--- src/hw/urxs_pkg.sv ---
// Package for the serial receive status, break and baud block.
// Assumes one 100 MHz clock and a plain strobe register port.
// Functional notes
// RULE1: A stop position sampled low sets the frame error flag, status bit 2.
// RULE2: With two stop bits both must be high, or the frame error flag is set.
// RULE3: The frame error flag is read-only, kept with each word and cleared by reset.
// RULE4: A wrong parity sets the parity error flag, status bit 3, only in odd or even mode.
// RULE5: The parity error flag is read-only, kept with each word and cleared by reset.
// RULE6: The idle flag, status bit 4, is 0 from start detection to stop completion, else 1.
// RULE7: Bit times per character follow mode bits 2:1 (parity/data) and mode bit 0 (stops).
// RULE8: A long break ends after the set character length with zeros, data available, frame error, interrupt, idle.
// RULE9: After a break the receiver waits for a high line before looking for a start bit.
// RULE10: During break waiting the idle flag reads high.
// RULE11: With address detect, status bit 5, a 9-bit word with ninth bit 1 is an address.
// RULE12: In address detect the interrupt select is ignored; each ninth-bit word interrupts.
// RULE13: Loopback feeds the transmit output to the receiver, cuts the pin, keeps the transmit pin.
// RULE14: Software sets the mode, then loopback, then enables transmission.
// RULE15: The 16-bit divisor is read/write and baud is clock over 16 times divisor plus one.
// RULE16: Every divisor 0 through 65535 is accepted; 0 gives clock over 16.
// RULE17: A tick at 16 times baud times every bit as sixteen ticks.
package urxs_pkg;
	localparam int AW = 3;
	localparam int DW = 16;
	// Register offsets
	localparam logic [AW-1:0] OFS_MODE  = 3'h0;
	localparam logic [AW-1:0] OFS_STAT  = 3'h1;
	localparam logic [AW-1:0] OFS_DATA  = 3'h2;
	localparam logic [AW-1:0] OFS_BRG   = 3'h3;
	localparam logic [AW-1:0] OFS_INTST = 3'h4;
	localparam logic [AW-1:0] OFS_INTMK = 3'h5;
	// Mode register fields
	localparam int MODE_STOP  = 0;
	localparam int MODE_PDLO  = 1;
	localparam int MODE_LPBK  = 3;
	// Status register fields
	localparam int STAT_AVAIL = 0;
	localparam int STAT_FRAME_ERROR_FLAG  = 2;
	localparam int STAT_PARITY_ERROR_FLAG  = 3;
	localparam int STAT_IDLE  = 4;
	localparam int STAT_ADDRESS_DETECT_ENABLE = 5;
	localparam int STAT_ISEL  = 6;
	// Interrupt event bits
	localparam int NEV     = 3;
	localparam int EV_RX   = 0;
	localparam int EV_FRAME_ERROR_FLAG = 1;
	localparam int EV_PARITY_ERROR_FLAG = 2;
	// Parity/data select encodings
	localparam logic [1:0] PD_8N = 2'h0;
	localparam logic [1:0] PD_8E = 2'h1;
	localparam logic [1:0] PD_8O = 2'h2;
	localparam logic [1:0] PD_9N = 2'h3;
	// Bit timing in ticks and last data bit index
	localparam logic [3:0] TICK_MID  = 4'h7;
	localparam logic [3:0] TICK_LAST = 4'hF;
	localparam logic [3:0] BITS_8    = 4'h7;
	localparam logic [3:0] BITS_9    = 4'h8;
	// Reset values
	localparam logic [DW-1:0] BRG_RST = 16'h0000;
	localparam logic [NEV-1:0] EV_RST = 3'h0;
	typedef enum logic [2:0] {ST_IDLE, ST_START, ST_DATA, ST_PAR, ST_STOP1, ST_STOP2, ST_BRK} urxs_st_t;
	// One buffered character with its error flags
	typedef struct packed {
		logic [8:0] data;
		logic       frame_error_flag;
		logic       parity_error_flag;
	} urxs_word_t;
	// Register port request
	typedef struct packed {
		logic [AW-1:0] addr;
		logic [DW-1:0] wdata;
		logic          wr;
		logic          rd;
	} urxs_req_t;
endpackage : urxs_pkg

--- src/hw/urxs_baud.sv ---
// Baud tick divider: one enable pulse every divisor plus one clocks.
// Assumes the divisor comes from a register on the same clock.
module urxs_baud (
	input  wire logic        mclk_i,
	input  wire logic        rstn_i,
	input  wire logic [15:0] divisor_i,
	output logic             tick_o
);
	import urxs_pkg::*;

	typedef struct packed {
		logic [15:0] cnt;
	} urxs_bst_t;

	urxs_bst_t q_ff;
	urxs_bst_t nxt_q;

	// Compare with >= so a divisor lowered mid-count cannot wrap
	always_comb
	begin
		nxt_q  = q_ff;
		tick_o = (q_ff.cnt >= divisor_i);             // RULE15
		if (tick_o)
			nxt_q.cnt = 16'h0000;                     // RULE16
		else
			nxt_q.cnt = q_ff.cnt + 16'h0001;
	end

	// State register
	always_ff @(posedge mclk_i)
	begin
		if (!rstn_i)
			q_ff <= '0;
		else
			q_ff <= nxt_q;
	end
endmodule : urxs_baud

--- src/hw/urxs_top.sv ---
// Serial receiver with status flags, break handling, address detect,
// loopback and a 16x baud tick. Assumes a transmitter on the same clock
// drives tx_data_i and that the receive pin is asynchronous.
module urxs_top (
	input  wire logic            mclk_i,
	input  wire logic            rstn_i,
	input  wire logic [2:0]      reg_addr_i,
	input  wire logic [15:0]     reg_wdata_i,
	input  wire logic            reg_wr_i,
	input  wire logic            reg_rd_i,
	output logic      [15:0]     reg_rdata_o,
	input  wire logic            serial_receive_pin_i,
	input  wire logic            tx_data_i,
	output logic                 serial_transmit_pin_o,
	output logic                 receiver_idle_o,
	output logic                 irq_o
);
	import urxs_pkg::*;

	typedef struct packed {
		logic [1:0]      sync;
		logic            tx;
		urxs_st_t        st;
		logic [3:0]      tcnt;
		logic [3:0]      bcnt;
		logic [8:0]      shreg;
		logic            par_bad;
		logic            fr_bad;
		logic            stop2;
		logic [1:0]      parity_data_select;
		logic            lpbk;
		logic            address_detect_enable;
		logic            isel;
		logic [15:0]     brg;
		urxs_word_t      rbuf;
		logic            avail;
		logic [NEV-1:0]  ev_st;
		logic [NEV-1:0]  ev_mask;
		logic [15:0]     rdata;
	} urxs_state_t;

	urxs_state_t    q_ff;
	urxs_state_t    nxt_q;
	urxs_req_t      req;
	logic           tick;
	logic           rx_line;
	logic           samp;
	logic           finish;
	logic           store;
	logic           is_break;
	logic           addr9;
	logic           fr_now;
	logic [NEV-1:0] ev_set;
	logic [3:0]     last_bit;

	assign req = '{addr: reg_addr_i, wdata: reg_wdata_i, wr: reg_wr_i, rd: reg_rd_i};

	urxs_baud u_baud (
		.mclk_i    (mclk_i),
		.rstn_i    (rstn_i),
		.divisor_i (q_ff.brg),
		.tick_o    (tick)
	);

	// Loopback swaps the synchronised pin for the registered transmit bit
	assign rx_line = q_ff.lpbk ? q_ff.tx : q_ff.sync[1];                // RULE13
	assign serial_transmit_pin_o = q_ff.tx;                             // RULE13
	assign receiver_idle_o = (q_ff.st == ST_IDLE) || (q_ff.st == ST_BRK); // RULE6 RULE10
	assign irq_o = |(q_ff.ev_st & q_ff.ev_mask);
	assign reg_rdata_o = q_ff.rdata;

	// Receive state machine, register port and event logic
	always_comb
	begin
		nxt_q    = q_ff;
		nxt_q.sync = {q_ff.sync[0], serial_receive_pin_i};
		nxt_q.tx = tx_data_i;
		last_bit = (q_ff.parity_data_select == PD_9N) ? BITS_9 : BITS_8;             // RULE7
		addr9    = q_ff.address_detect_enable && (q_ff.parity_data_select == PD_9N);                 // RULE11
		samp     = tick && (q_ff.tcnt == TICK_LAST);                    // RULE17
		finish   = 1'b0;
		fr_now   = q_ff.fr_bad | ~rx_line;
		ev_set   = '0;
		if (tick && q_ff.st != ST_IDLE && q_ff.st != ST_BRK)
			nxt_q.tcnt = q_ff.tcnt + 4'h1;                              // RULE17
		case (q_ff.st)
			ST_IDLE:
			begin
				if (!rx_line)
				begin
					nxt_q.st      = ST_START;
					nxt_q.tcnt    = 4'h0;
					nxt_q.shreg   = '0;
					nxt_q.fr_bad  = 1'b0;
					nxt_q.par_bad = 1'b0;
				end
			end
			ST_START:
			begin
				// A glitch shorter than half a bit is not a start
				if (tick && q_ff.tcnt == TICK_MID)
				begin
					nxt_q.tcnt = 4'h0;
					nxt_q.bcnt = 4'h0;
					nxt_q.st   = rx_line ? ST_IDLE : ST_DATA;
				end
			end
			ST_DATA:
			begin
				if (samp)
				begin
					nxt_q.shreg[q_ff.bcnt] = rx_line;
					nxt_q.bcnt = q_ff.bcnt + 4'h1;
					if (q_ff.bcnt == last_bit)                          // RULE7
						nxt_q.st = (q_ff.parity_data_select == PD_8E || q_ff.parity_data_select == PD_8O) ? ST_PAR : ST_STOP1;
				end
			end
			ST_PAR:
			begin
				if (samp)
				begin
					// Even wants an even count of ones, odd an odd count
					nxt_q.par_bad = (^{q_ff.shreg[7:0], rx_line}) ^ (q_ff.parity_data_select == PD_8O); // RULE4
					nxt_q.st = ST_STOP1;
				end
			end
			ST_STOP1:
			begin
				if (samp)
				begin
					nxt_q.fr_bad = fr_now;                              // RULE1
					if (q_ff.stop2)
						nxt_q.st = ST_STOP2;                            // RULE2 RULE7
					else
						finish = 1'b1;
				end
			end
			ST_STOP2:
			begin
				if (samp)
				begin
					nxt_q.fr_bad = fr_now;                              // RULE2
					finish = 1'b1;
				end
			end
			ST_BRK:
			begin
				// The low line is still the break, not a new start
				if (rx_line)
					nxt_q.st = ST_IDLE;                                 // RULE9
			end
			default:
				nxt_q.st = ST_IDLE;
		endcase
		// Data words without a frame error are dropped in address mode; a break still lands
		store    = finish && (!addr9 || q_ff.shreg[8] || fr_now);       // RULE11
		is_break = finish && fr_now && !rx_line && (q_ff.shreg == 9'h000); // RULE8
		if (finish)
			nxt_q.st = is_break ? ST_BRK : ST_IDLE;                     // RULE8 RULE9 RULE10
		if (store)
		begin
			nxt_q.rbuf.data = q_ff.shreg;                               // RULE8
			nxt_q.rbuf.frame_error_flag = fr_now;                                   // RULE1 RULE3
			nxt_q.rbuf.parity_error_flag = q_ff.par_bad;                             // RULE5
			ev_set[EV_FRAME_ERROR_FLAG] = fr_now;
			ev_set[EV_PARITY_ERROR_FLAG] = q_ff.par_bad;
			if (addr9)
				ev_set[EV_RX] = q_ff.shreg[8];                          // RULE12
			else
				ev_set[EV_RX] = q_ff.isel ? (fr_now | q_ff.par_bad) : 1'b1;
		end
		// Register writes
		if (req.wr)
		begin
			if (req.addr == OFS_MODE)
			begin
				nxt_q.stop2 = req.wdata[MODE_STOP];
				nxt_q.parity_data_select = req.wdata[MODE_PDLO +: 2];
				nxt_q.lpbk  = req.wdata[MODE_LPBK];
			end
			else if (req.addr == OFS_STAT)
			begin
				nxt_q.address_detect_enable = req.wdata[STAT_ADDRESS_DETECT_ENABLE];
				nxt_q.isel  = req.wdata[STAT_ISEL];
			end
			else if (req.addr == OFS_BRG)
				nxt_q.brg = req.wdata;                                  // RULE15 RULE16
			else if (req.addr == OFS_INTST)
				nxt_q.ev_st = q_ff.ev_st & ~req.wdata[NEV-1:0];
			else if (req.addr == OFS_INTMK)
				nxt_q.ev_mask = req.wdata[NEV-1:0];
		end
		// Reading the data register empties the buffer
		if (req.rd && req.addr == OFS_DATA)
			nxt_q.avail = 1'b0;
		// Hardware sets win over software clears in the same cycle
		if (store)
			nxt_q.avail = 1'b1;                                         // RULE8
		nxt_q.ev_st = nxt_q.ev_st | ev_set;
		// Read data, one cycle after the strobe; unmapped reads zero
		nxt_q.rdata = 16'h0000;
		if (req.rd)
		begin
			if (req.addr == OFS_MODE)
				nxt_q.rdata = {12'h000, q_ff.lpbk, q_ff.parity_data_select, q_ff.stop2};
			else if (req.addr == OFS_STAT)
				nxt_q.rdata = {9'h000, q_ff.isel, q_ff.address_detect_enable, receiver_idle_o,
					q_ff.rbuf.parity_error_flag, q_ff.rbuf.frame_error_flag, 1'b0, q_ff.avail}; // RULE3 RULE5 RULE6
			else if (req.addr == OFS_DATA)
				nxt_q.rdata = {7'h00, q_ff.rbuf.data};
			else if (req.addr == OFS_BRG)
				nxt_q.rdata = q_ff.brg;                                 // RULE15
			else if (req.addr == OFS_INTST)
				nxt_q.rdata = {13'h0000, q_ff.ev_st};
			else if (req.addr == OFS_INTMK)
				nxt_q.rdata = {13'h0000, q_ff.ev_mask};
		end
	end

	// All state, cleared by every reset except the line synchroniser and transmit bit, which idle high
	always_ff @(posedge mclk_i)
	begin
		if (!rstn_i)
		begin
			q_ff         <= '0;
			q_ff.sync    <= 2'h3;
			q_ff.tx      <= 1'b1;
			q_ff.st      <= ST_IDLE;
			q_ff.brg     <= BRG_RST;
			q_ff.ev_st   <= EV_RST;
			q_ff.ev_mask <= EV_RST;
		end
		else
			q_ff <= nxt_q;
	end
endmodule : urxs_top

--- config.mk ---
export PLATFORM = sky130hd
export DESIGN_NAME = urxs_top
export DESIGN_NICKNAME = d
export VERILOG_FILES = /design/src/hw/urxs_pkg.sv /design/src/hw/urxs_baud.sv /design/src/hw/urxs_top.sv
export SDC_FILE = /design/constraint.sdc
export NUM_CORES = 1
export LEC_CHECK = 0
export BUFFER_PORTS_ARGS = -buffer_cell sky130_fd_sc_hd__buf_4
export CORE_MARGIN = 2
export CORE_UTILIZATION = 45
export DETAILED_ROUTE_END_ITERATION = 8
export GPL_TIMING_DRIVEN = 0
export HOLD_SLACK_MARGIN = 0.1
export PLACE_DENSITY = 0.68
export SYNTH_ARGS = -nofsm -noshare
export SYNTH_HDL_FRONTEND = slang
export SYNTH_HIERARCHICAL = 1
export SYNTH_SLANG_ARGS = --single-unit
--- constraint.sdc ---
create_clock -name mclk_i -period 3.7 [get_ports mclk_i]
set_input_delay 0.74 -clock mclk_i [delete_from_list [all_inputs] [get_ports mclk_i]]
set_output_delay 0.74 -clock mclk_i [all_outputs]
set_load 0.02 [all_outputs]
# [Word level (Yosys, flattened, before mapping)]
# Index checks and enable logic that the tools add are counted.
[totals] reg_bits=97 latch_bits=0 ramBits=0 mem_bits_ro=0 inputBits=25 output_inout_bits=19 word_cells=170 memories=0
[classes] add_sub_neg=3 mul=0 div=0 order_cmp=3 n_eq_ne=32 shift=0 mux=50 bitwise_logic=14 n_reduce_logical=43
[op_table] cell="$mux 3" count=15
[op_table] cell="$ne 3x3->1 const B" count=9
[op_table] cell="$mux 6" count=4
[op_table] cell="$mux 11" count=2
[op_table] cell="$pmux 3 s7" count=1
[op_table] cell="$pmux 9 s2" count=1
[op_table] cell="$add 16x1->16 const B" count=1
[op_table] cell="$ge 16x16->1" count=1
[op_table] cell="$mux 16" count=1
[op_table] cell="$pmux 4 s2" count=2
[op_table] cell="$eq 3x3->1 const B" count=5
[op_table] cell="$reduce_and 3->1" count=5
[op_table] cell="$mux 7" count=2
[op_table] cell="$mux 13" count=1
[op_table] cell="$eq 3x2->1 const B" count=4
[op_table] cell="$mux 4" count=3
[op_table] cell="$logic_and 1x1->1" count=11
[op_table] cell="$mux 1" count=11
[op_table] cell="$ne 2x2->1 const B" count=5
[op_table] cell="$reduce_bool 2->1" count=5
[op_table] cell="$bwmux 9" count=1
[op_table] cell="$logic_not 9->1" count=1
[op_table] cell="$mux 9" count=1
[op_table] cell="$reduce_and 9->1" count=1
[op_table] cell="other kinds (31)" count=52

# [Depth between registers and ports, before layout]
# Gate-level depths: netlist of the first run.
[depth] ltp_word=9 ltp_mapped=12 mapped_depth_nobuf=11

# [Modules after synthesis]
# Netlist of the first run, hierarchy kept.
[by_module_without_submodules] module="urxs_top" instances=1 cells_each=438 area_per_inst_um2=3762.4 seq_area_each_um2=1621.6
[by_module_without_submodules] module="urxs_baud" instances=1 cells_each=127 area_per_inst_um2=1066.0 seq_area_each_um2=320.3

# [Least setup slack after synthesis of the first run]
# Ideal clock, no wire load.
[synth_timing] kind="flip-flop to flip-flop" start="register u_baud/q_ff[0] (netlist bit)" end="register q_ff[21] (netlist bit)" setup_time_ns=0.128 arrival_time_ns=2.535 required_time_ns=3.572 setup_slack_ns=1.037 path_stages_with_launch=13 path_buffers=1 period_less_slack_ns=2.663 cell_sequence="dfxtp_1 -> inv_1 -> ha_1 -> nand2b_4 -> a2111o_1 -> a31oi_1 -> nand4_1 -> and4_1 -> nand3_1 -> a21oi_2 -> buf_4 -> a22oi_1 -> nor2_1"
[synth_between] elab_chain_len=7 word_cells_on_any_way=8 classes_between="order compare: 1; mux: 4; bitwise: 1; reduce/logical: 2"
[synth_rtl] item="start, declared" line_no="urxs_baud.sv:15" rtl="urxs_bst_t q_ff;"
[synth_rtl] item="start signal, assigned" line_no="urxs_baud.sv:35" rtl="q_ff <= nxt_q;"
[synth_rtl] item="$ge 16x16->1 (*)" line_no="urxs_baud.sv:22" rtl="tick_o = (q_ff.cnt >= divisor_i);"
[synth_rtl] item="named net tick" line_no="urxs_top.sv:45" rtl="logic tick;"
[synth_rtl] item="$logic_and 1x1->1 (*)" line_no="urxs_top.sv:80" rtl="samp = tick && (q_ff.tcnt == TICK_LAST);"
[synth_rtl] item="$mux 1 (on tied branches)" line_no="urxs_top.sv:140, urxs_top.sv:129"
[synth_rtl] item="$pmux 1 s2 (*)" line_no="urxs_top.sv:86" rtl="case (q_ff.st)"
[synth_rtl] item="$logic_and 1x1->1 (*)" line_no="urxs_top.sv:156" rtl="store = finish && (!addr9 || q_ff.shreg[8] || fr_now);"
[synth_rtl] item="$mux 3 (*)" line_no="urxs_top.sv:160" rtl="if (store)"
[synth_rtl] item="$or 3x3->3 (*)" line_no="urxs_top.sv:199" rtl="nxt_q.ev_st = nxt_q.ev_st | ev_set;"
[synth_rtl] item="end signal, assigned" line_no="urxs_top.sv:234" rtl="q_ff <= nxt_q;"
[synth_rtl] item="end, declared" line_no="urxs_top.sv:42" rtl="urxs_state_t q_ff;"
# The timed path passes the listed nets; every way through them passes the cells marked *.
# A chain may end at the register's enable or synchronous reset.

# [Final worst setup path of the first run]
# Same ends and word-level chain as after synthesis.

==> flow_summary.ini, run 1 <==
[finish]
areaGrowthSynthToFinish_pct = 13.84
layout-drive-gt1-share = 0.1557
fill_cells = 1000
antenna_cells = 0
final_nets = 667
utilization = 0.5300

[timing]
fin_crit_sh = 0.8467
whs_ps = 425.7
worstMarginPinSlew_ps = 669.2
fmax_ghz = 0.3192
period_minus_slack_ps = 3133
slew_violations = 0
finalHoldViolCount = 0
max_slew_margin = 0.5518
rsz0062_at_grt = no
layout_setup_ws_ps = 567.3
setup_viol = 0
setup_tns_ps = 0
skew_ps = 16.24

[drt]
routed_wirelength_mm = 11.55
wl_per_cell_um = 15.22
first_iter_violations = 147
vias = 3969
drt-pass1-iter-count = 7
ant_nets = 0
routed_via_density = 5.229
drcViolationCount = 0

[setup_path]
cp_max_fo = 10
cp-end-kind = flop
arrival_ps = 3380
cp.required_ps = 3950
start_kind = flop
criticalPathCategory = flop to flop

[clocking]
cts-root-buf = clkbuf_8
post_cts_buffers = 0
htree_levels = 3
post_cts_resized = 0
clockBufferDepth = 2
cts_num_sinks = 97
clk_latency_ps = 380
cts_tree = done
clk_pin_slew_ps = 100
cts_made_buffers = 9
cts_hold_buffers = 0

[run]
maxCapViolCount = 0

[die]
core_area_um2 = 10370
die_x_um = 107.6
io_pins = 44
fp.dieH_um = 107.6
die_area_um2 = 11570
start_util = 0.4656
fp-row-count = 37

[synthesis]
async_flop_share = 0
ys_seq_elements = 97
syn_nets = 614
synthAdderAreaFrac = 0.06219
ys_warn_count = 6
ys.flop_type = dfxtp_1
synth_edf_count = 0
netlist_area_um2 = 4828
synth_top_family_by_area = simple AND/OR/NAND/NOR gates
avgSynthCellArea_um2 = 8.546
synthMuxAreaShare = 0.06401
synthXorXnorAreaFrac = 0.04898
synth-compound-area-share = 0.1127
ys_types = 65
yosysSeqAreaShare = 0.4022
synth_cells = 565
synth-simple-area-share = 0.2407

[pwr]
internal_power_mw = 1.464
power.leakage_nw = 2.142
ir_drop_mv = 0.2114
power.switching_uw = 569.6
power_frac_clock = 0.324
combPwrFrac = 0.141
seq_power_share = 0.534
switching_share = 0.2800
power.density_nw_per_um2 = 370.1

[placement]
gp_congestion = 0.9428
place_ws_ps = 612.0
portBuffers = 42
dp_hpwl_mm = 8.803

[worst_hold_path]
hold_class = flop to flop

[global_route]
grt_pass1_vias = 3844
antenna_found_initial = 0
grtUsageTotal = 0.2083
grt_overflow_total = 0
grt_first_pass_wirelength_mm = 18.54
grt_max_degree = 16

[status]
outcome = completed
[state kept, by name (all words and copies together), names as in the netlist]
name / cells
q_ff: 63
serial_transmit_pin_o: 1
reg_rdata_o: 16
nxt_q: 1
u_baud/q_ff: 16
[power groups by stage]
stage	registers, mW	clock network (mW)	logic [mW]
finish	1.09	0.659	0.288
global route	1.09	0.713	0.315
CTS	1.09	0.671	0.286
detailed placement	1.11	0	0.285
global placement	1.11	0	0.277
floorplan	1.11	0	0.197
[routing by layer]
layer	wire length (um)	vias to the layer above	track usage
met3	586	22	0.04177
met2	5428	107	0.3531
met5	0	-	0
li1	-	2023	-
met1	5256	1817	0.2543
met4	282	0	0.09341
[area by class of cell]
type                            instances  area, um2  area share
Buffer                                 37      225.2     0.04097
Clock buffer                           12      155.1     0.02823
Clock inverter                          4      27.53    0.005008
Inverter                               29      108.9     0.01980
Multi-Input combinational cell        402       2552      0.4644
Sequential cell                        97       1942      0.3533
Tap cell                              136      170.2     0.03096
Timing Repair Buffer                   42      315.3     0.05736
[per-stage QoR]
stage / instance area, um2 / power [mW] / instances
2_1_floorplan: 4828 / 1.303 / 565
3_3_place_gp: 5314 / 1.388 / 743
3_5_place_dp: 5314 / 1.396 / 743
4_1_cts: 5497 / 2.044 / 759
5_1_grt: 5497 / 2.118 / 759
6_report: 5497 / 2.034 / 759
[placed cells by master (no fill, tap or decap), drive strengths merged, types with 3 or more instances in the layout]
cell type / n
nor2: 70
and2: 8
dfxtp: 97
nand4: 8
xnor2: 16
nor2b: 3
clkinv: 4
ha: 24
nor3b: 5
clkbuf: 25
or3: 3
nand3: 34
a21oi: 40
mux2i: 27
nor4: 3
nor3: 9
nand2: 67
nand4b: 4
xor2: 11
o21ai: 16
buf: 66
inv: 29
nand2b: 10
and3: 6
[critical path, stage by stage, from the launching register on]
cell and delay (ps):
dfxtp_1 390, inv_1 60, ha_1 280, nand2b_4 130, a2111o_1 410, a31oi_1 210, nand4_1 310, and4_1 380
nand3_1 290, a21oi_2 90, buf_4 210, a22oi_1 190, nor2_1 60
[Yosys cell counts, types with 4 or more instances]
cell | n | area, um2
xor2_1 | 11 | 96.34
and2_1 | 8 | 50.05
ha_1 | 24 | 300.3
a21oi_1 | 39 | 195.2
xnor2_1 | 16 | 140.1
and3_1 | 5 | 31.28
nand2_1 | 67 | 251.5
mux2i_1 | 26 | 260.3
o21ai_0 | 15 | 75.07
clkbuf_1 | 13 | 48.80
nand2b_1 | 9 | 56.30
nand3_1 | 34 | 170.2
buf_4 | 18 | 135.1
nor2_1 | 67 | 251.5
nor3b_1 | 5 | 37.54
nor3_1 | 9 | 45.04
nand4b_1 | 4 | 35.03
inv_1 | 28 | 105.1
dfxtp_1 | 97 | 1942
nand4_1 | 7 | 43.79
[path summary, 6_finish.rpt]
kind	end	cells past startpoint	slack [ps]	from
worst max-delay path	q_ff[21]$_SDFF_PN0_	12	570	u_baud/q_ff[0]$_SDFF_PP0_
worst max register to register	q_ff[21]$_SDFF_PN0_	12	570	u_baud/q_ff[0]$_SDFF_PP0_
worst min register to register	q_ff[80]$_SDFF_PN1_	1	430	nxt_q[80]$_SDFF_PN1_
worst min-delay path	q_ff[80]$_SDFF_PN1_	1	430	nxt_q[80]$_SDFF_PN1_
[cell families (layout without fill, tap and decap cells)]
family                   count (synthesis)  after routing
flip-flops                              97             97
multiplexers                            29             29
buffers and inverters                   66            124
AO/OA/AOI/OAI                           86             86
AND/OR/NAND/NOR                        236            236
XOR/XNOR                                27             27
adder cells (fa/ha/maj)                 24             24
(Power assumes the default switching activity.)
==> run 2, diff against run 1 <==
--- a/config.mk
+++ b/config.mk
@@ -5,6 +5,7 @@
 export SDC_FILE = /design/constraint.sdc
 export NUM_CORES = 1
 export LEC_CHECK = 0
+export ABC_AREA = 1
 export BUFFER_PORTS_ARGS = -buffer_cell sky130_fd_sc_hd__buf_4
 export CORE_MARGIN = 2
 export CORE_UTILIZATION = 45
==> constraint.sdc (replaced) <==
create_clock -name mclk_i -period 3.2 [get_ports mclk_i]
set_input_delay 0.64 -clock mclk_i [delete_from_list [all_inputs] [get_ports mclk_i]]
set_output_delay 0.64 -clock mclk_i [all_outputs]
set_load 0.02 [all_outputs]
==> flow_summary.ini, run 2 <==
[setup_path]
cp-end-kind = flop
critical_path_buf_inv_count = 0
cp_max_fo = 5
crit_slowest_cell = dfxtp_1
r2r_start = u_baud/q_ff[3]$_SDFF_PP0_
cp_num_cells = 16
reg2reg_depth = 16
arrival_ps = 2700
path_cells = ha_1 > nand2_1 > nor2_1 > nor2_1 > nand2_1 > nand2_1 > nand2_1 > nand2_1 > nand2_1 > nand3_2 > nor2_4 > nand2_2 > nor2_8 > nand2_4 > o21ai_0 > a21oi_1
max_stage_delay_ps = 410
start_kind = flop
criticalPathCategory = flop to flop
r2r-end = q_ff[25]$_SDFFE_PN0P_
cp-endpoint = q_ff[25]$_SDFFE_PN0P_
cp.required_ps = 3470
cp_common_cell = nand2_1
r2r_slack_ps = 780
startpoint = u_baud/q_ff[3]$_SDFF_PP0_
cpLargestDelayFamily = simple AND/OR/NAND/NOR gates

[synthesis]
ys.flop_type = dfxtp_1
ys_types = 38
async_flop_share = 0
synth.most_common_cell = nand2_1
ys_seq_elements = 97
ys_warn_count = 6
synth_cells = 712
yosysTopAreaCell = dfxtp_1
yosysSeqAreaShare = 0.3845
avgSynthCellArea_um2 = 7.092
ys_top_cells_by_count = 148 x nand2_1, 103 x inv_1, 97 x dfxtp_1
synth_edf_count = 0
synth_area_leaders = dfxtp_1 38%, nand2_1 11%, inv_1 7.7%
netlist_area_um2 = 5050
syn_nets = 761
synth_top_area_share = 0.3845

[finish]
mostFrequentLayoutCell = nand2_1
antenna_cells = 0
layout_common_cells = 148 x nand2_1, 103 x inv_1, 97 x dfxtp_1
layout-drive-gt1-share = 0.1466
final_nets = 815
largest_reg_flops = 63
areaGrowthSynthToFinish_pct = 14.10
top_register = q_ff
utilization = 0.5292

[die]
die_x_um = 109.9
die_area_um2 = 12090
fp-row-count = 38
core_area_um2 = 10890
start_util = 0.4638
fp.dieH_um = 109.9
io_pins = 44

[clocking]
cts_tree = done
cts_hold_buffers = 0
post_cts_resized = 0
cts-root-buf = clkbuf_8
clk_pin_slew_ps = 100
post_cts_buffers = 0
clockBufferDepth = 2
htree_levels = 3
clk_latency_ps = 390
cts_num_sinks = 97
cts_made_buffers = 9

[drt]
wl_met3_um = 765
vias = 4508
wl_per_cell_um = 13.28
drt-pass1-iter-count = 4
drcViolationCount = 0
routed_wirelength_mm = 12.10
wl_met2_mm = 5.850
met1_length_mm = 5.276
first_iter_violations = 252
routed_via_density = 4.948
ant_nets = 0
highest_layer = met4

[timing]
worstMarginPinSlew_ps = 620.4
finalHoldViolCount = 0
setup_viol = 0
fmax_ghz = 0.4129
max_slew_margin = 0.5848
skew_ps = 15.16
fin_crit_sh = 0.7568
rsz0062_at_grt = no
period_minus_slack_ps = 2422
setup_tns_ps = 0
slew_violations = 0

[pwr]
ir_drop_mv = 0.3352
power.density_nw_per_um2 = 438.7
power.leakage_nw = 2.451

[global_route]
grtUsageTotal = 0.2107
grt_pass1_vias = 4187
grt_overflow_total = 0
grt_max_degree = 19
antenna_found_initial = 0
grt_first_pass_wirelength_mm = 19.47

[placement]
dp_hpwl_mm = 9.607
gp_congestion = 0.9055
portBuffers = 43

[run]
maxCapViolCount = 0

[worst_hold_path]
hold_class = flop to flop

[status]
outcome = completed
==> run 2: cell types whose count changed in the layout (fill, tap and decap cells not counted), moves of 6 or more <==
cell	before	now
clkbuf_1	14	6
o21ai_1	1	8
inv_1	28	103
a21oi_1	39	68
nor3_1	9	1
xnor2_1	16	8
mux2i_1	26	1
o21ai_0	15	34
nand2b_1	9	0
o21a_1	1	7
and2_1	8	0
nand2_1	67	148
nor2_1	67	91
==> run 2: power by group <==
group	total, mW	internal, mW	switching [mW]
clock network	0.858	0.377	0.481
logic	0.407	0.142	0.265
registers	1.26	1.24	0.0246
==> run 2: routing by layer <==
layer | vias to the layer above | global-route usage
met4 | 0 | 0.06962
li1 | 2345 | -
met3 | 20 | 0.05572
met1 | 2035 | 0.2453
met2 | 108 | 0.3729
met5 | - | 0
==> run 2: worst min-delay path by stage <==
stage / startpoint / end / slack, ps / cells after the start
2_1_floorplan: nxt_q[80]$_SDFF_PN1_ / q_ff[80]$_SDFF_PN1_ / 390 / 1
3_3_place_gp: nxt_q[80]$_SDFF_PN1_ / q_ff[80]$_SDFF_PN1_ / 400 / 1
3_5_place_dp: nxt_q[80]$_SDFF_PN1_ / q_ff[80]$_SDFF_PN1_ / 400 / 1
4_1_cts: serial_receive_pin_i / nxt_q[80]$_SDFF_PN1_ / 420 / 2
5_1_grt: serial_receive_pin_i / nxt_q[80]$_SDFF_PN1_ / 410 / 2
6_report: nxt_q[80]$_SDFF_PN1_ / q_ff[80]$_SDFF_PN1_ / 420 / 1
==> run 2: cells by family after synthesis <==
kind of cell | Yosys count | share of synthesized area
simple gates | 310 | 0.2728
fa+ha+maj | 24 | 0.05947
buf+inv | 139 | 0.1224
compound gates | 127 | 0.1345
flops | 97 | 0.3845
mux | 1 | 0.001982
xor+xnor | 14 | 0.02428
==> run 2: worst reg2reg max path, stage by stage, from the launching register on <==
cell	delay (ps)
dfxtp_1	410
ha_1	330
nand2_1	70
nor2_1	110
nor2_1	40
nand2_1	50
nand2_1	40
nand2_1	60
nand2_1	70
nand2_1	160
nand3_2	130
nor2_4	150
nand2_2	120
nor2_8	140
nand2_4	80
o21ai_0	290
a21oi_1	70
==> run 2: stage by stage <==
stage	instance area (um2)	worst slack, ps	power [mW]	cells	hold WS, ps
after global routing	5762	500.7	2.655	911	413.8
after floorplan	5050	1164	1.574	712	392.5
after detailed placement	5548	823.5	1.696	895	396.7
after CTS	5762	783.1	2.550	911	419.5
after global placement	5548	865.6	1.690	895	396.8
final	5762	778.2	2.527	911	420.7
==> run 2: area by class of cell <==
cell class	count	area (um2)
Clock buffer	9	123.9
Timing Repair Buffer	43	322.8
Sequential cell	97	1942
Tap cell	140	175.2
Fill cell	1051	5126
Inverter	111	420.4
Multi-Input combinational cell	476	2490
Clock inverter	7	90.09
Buffer	28	197.7
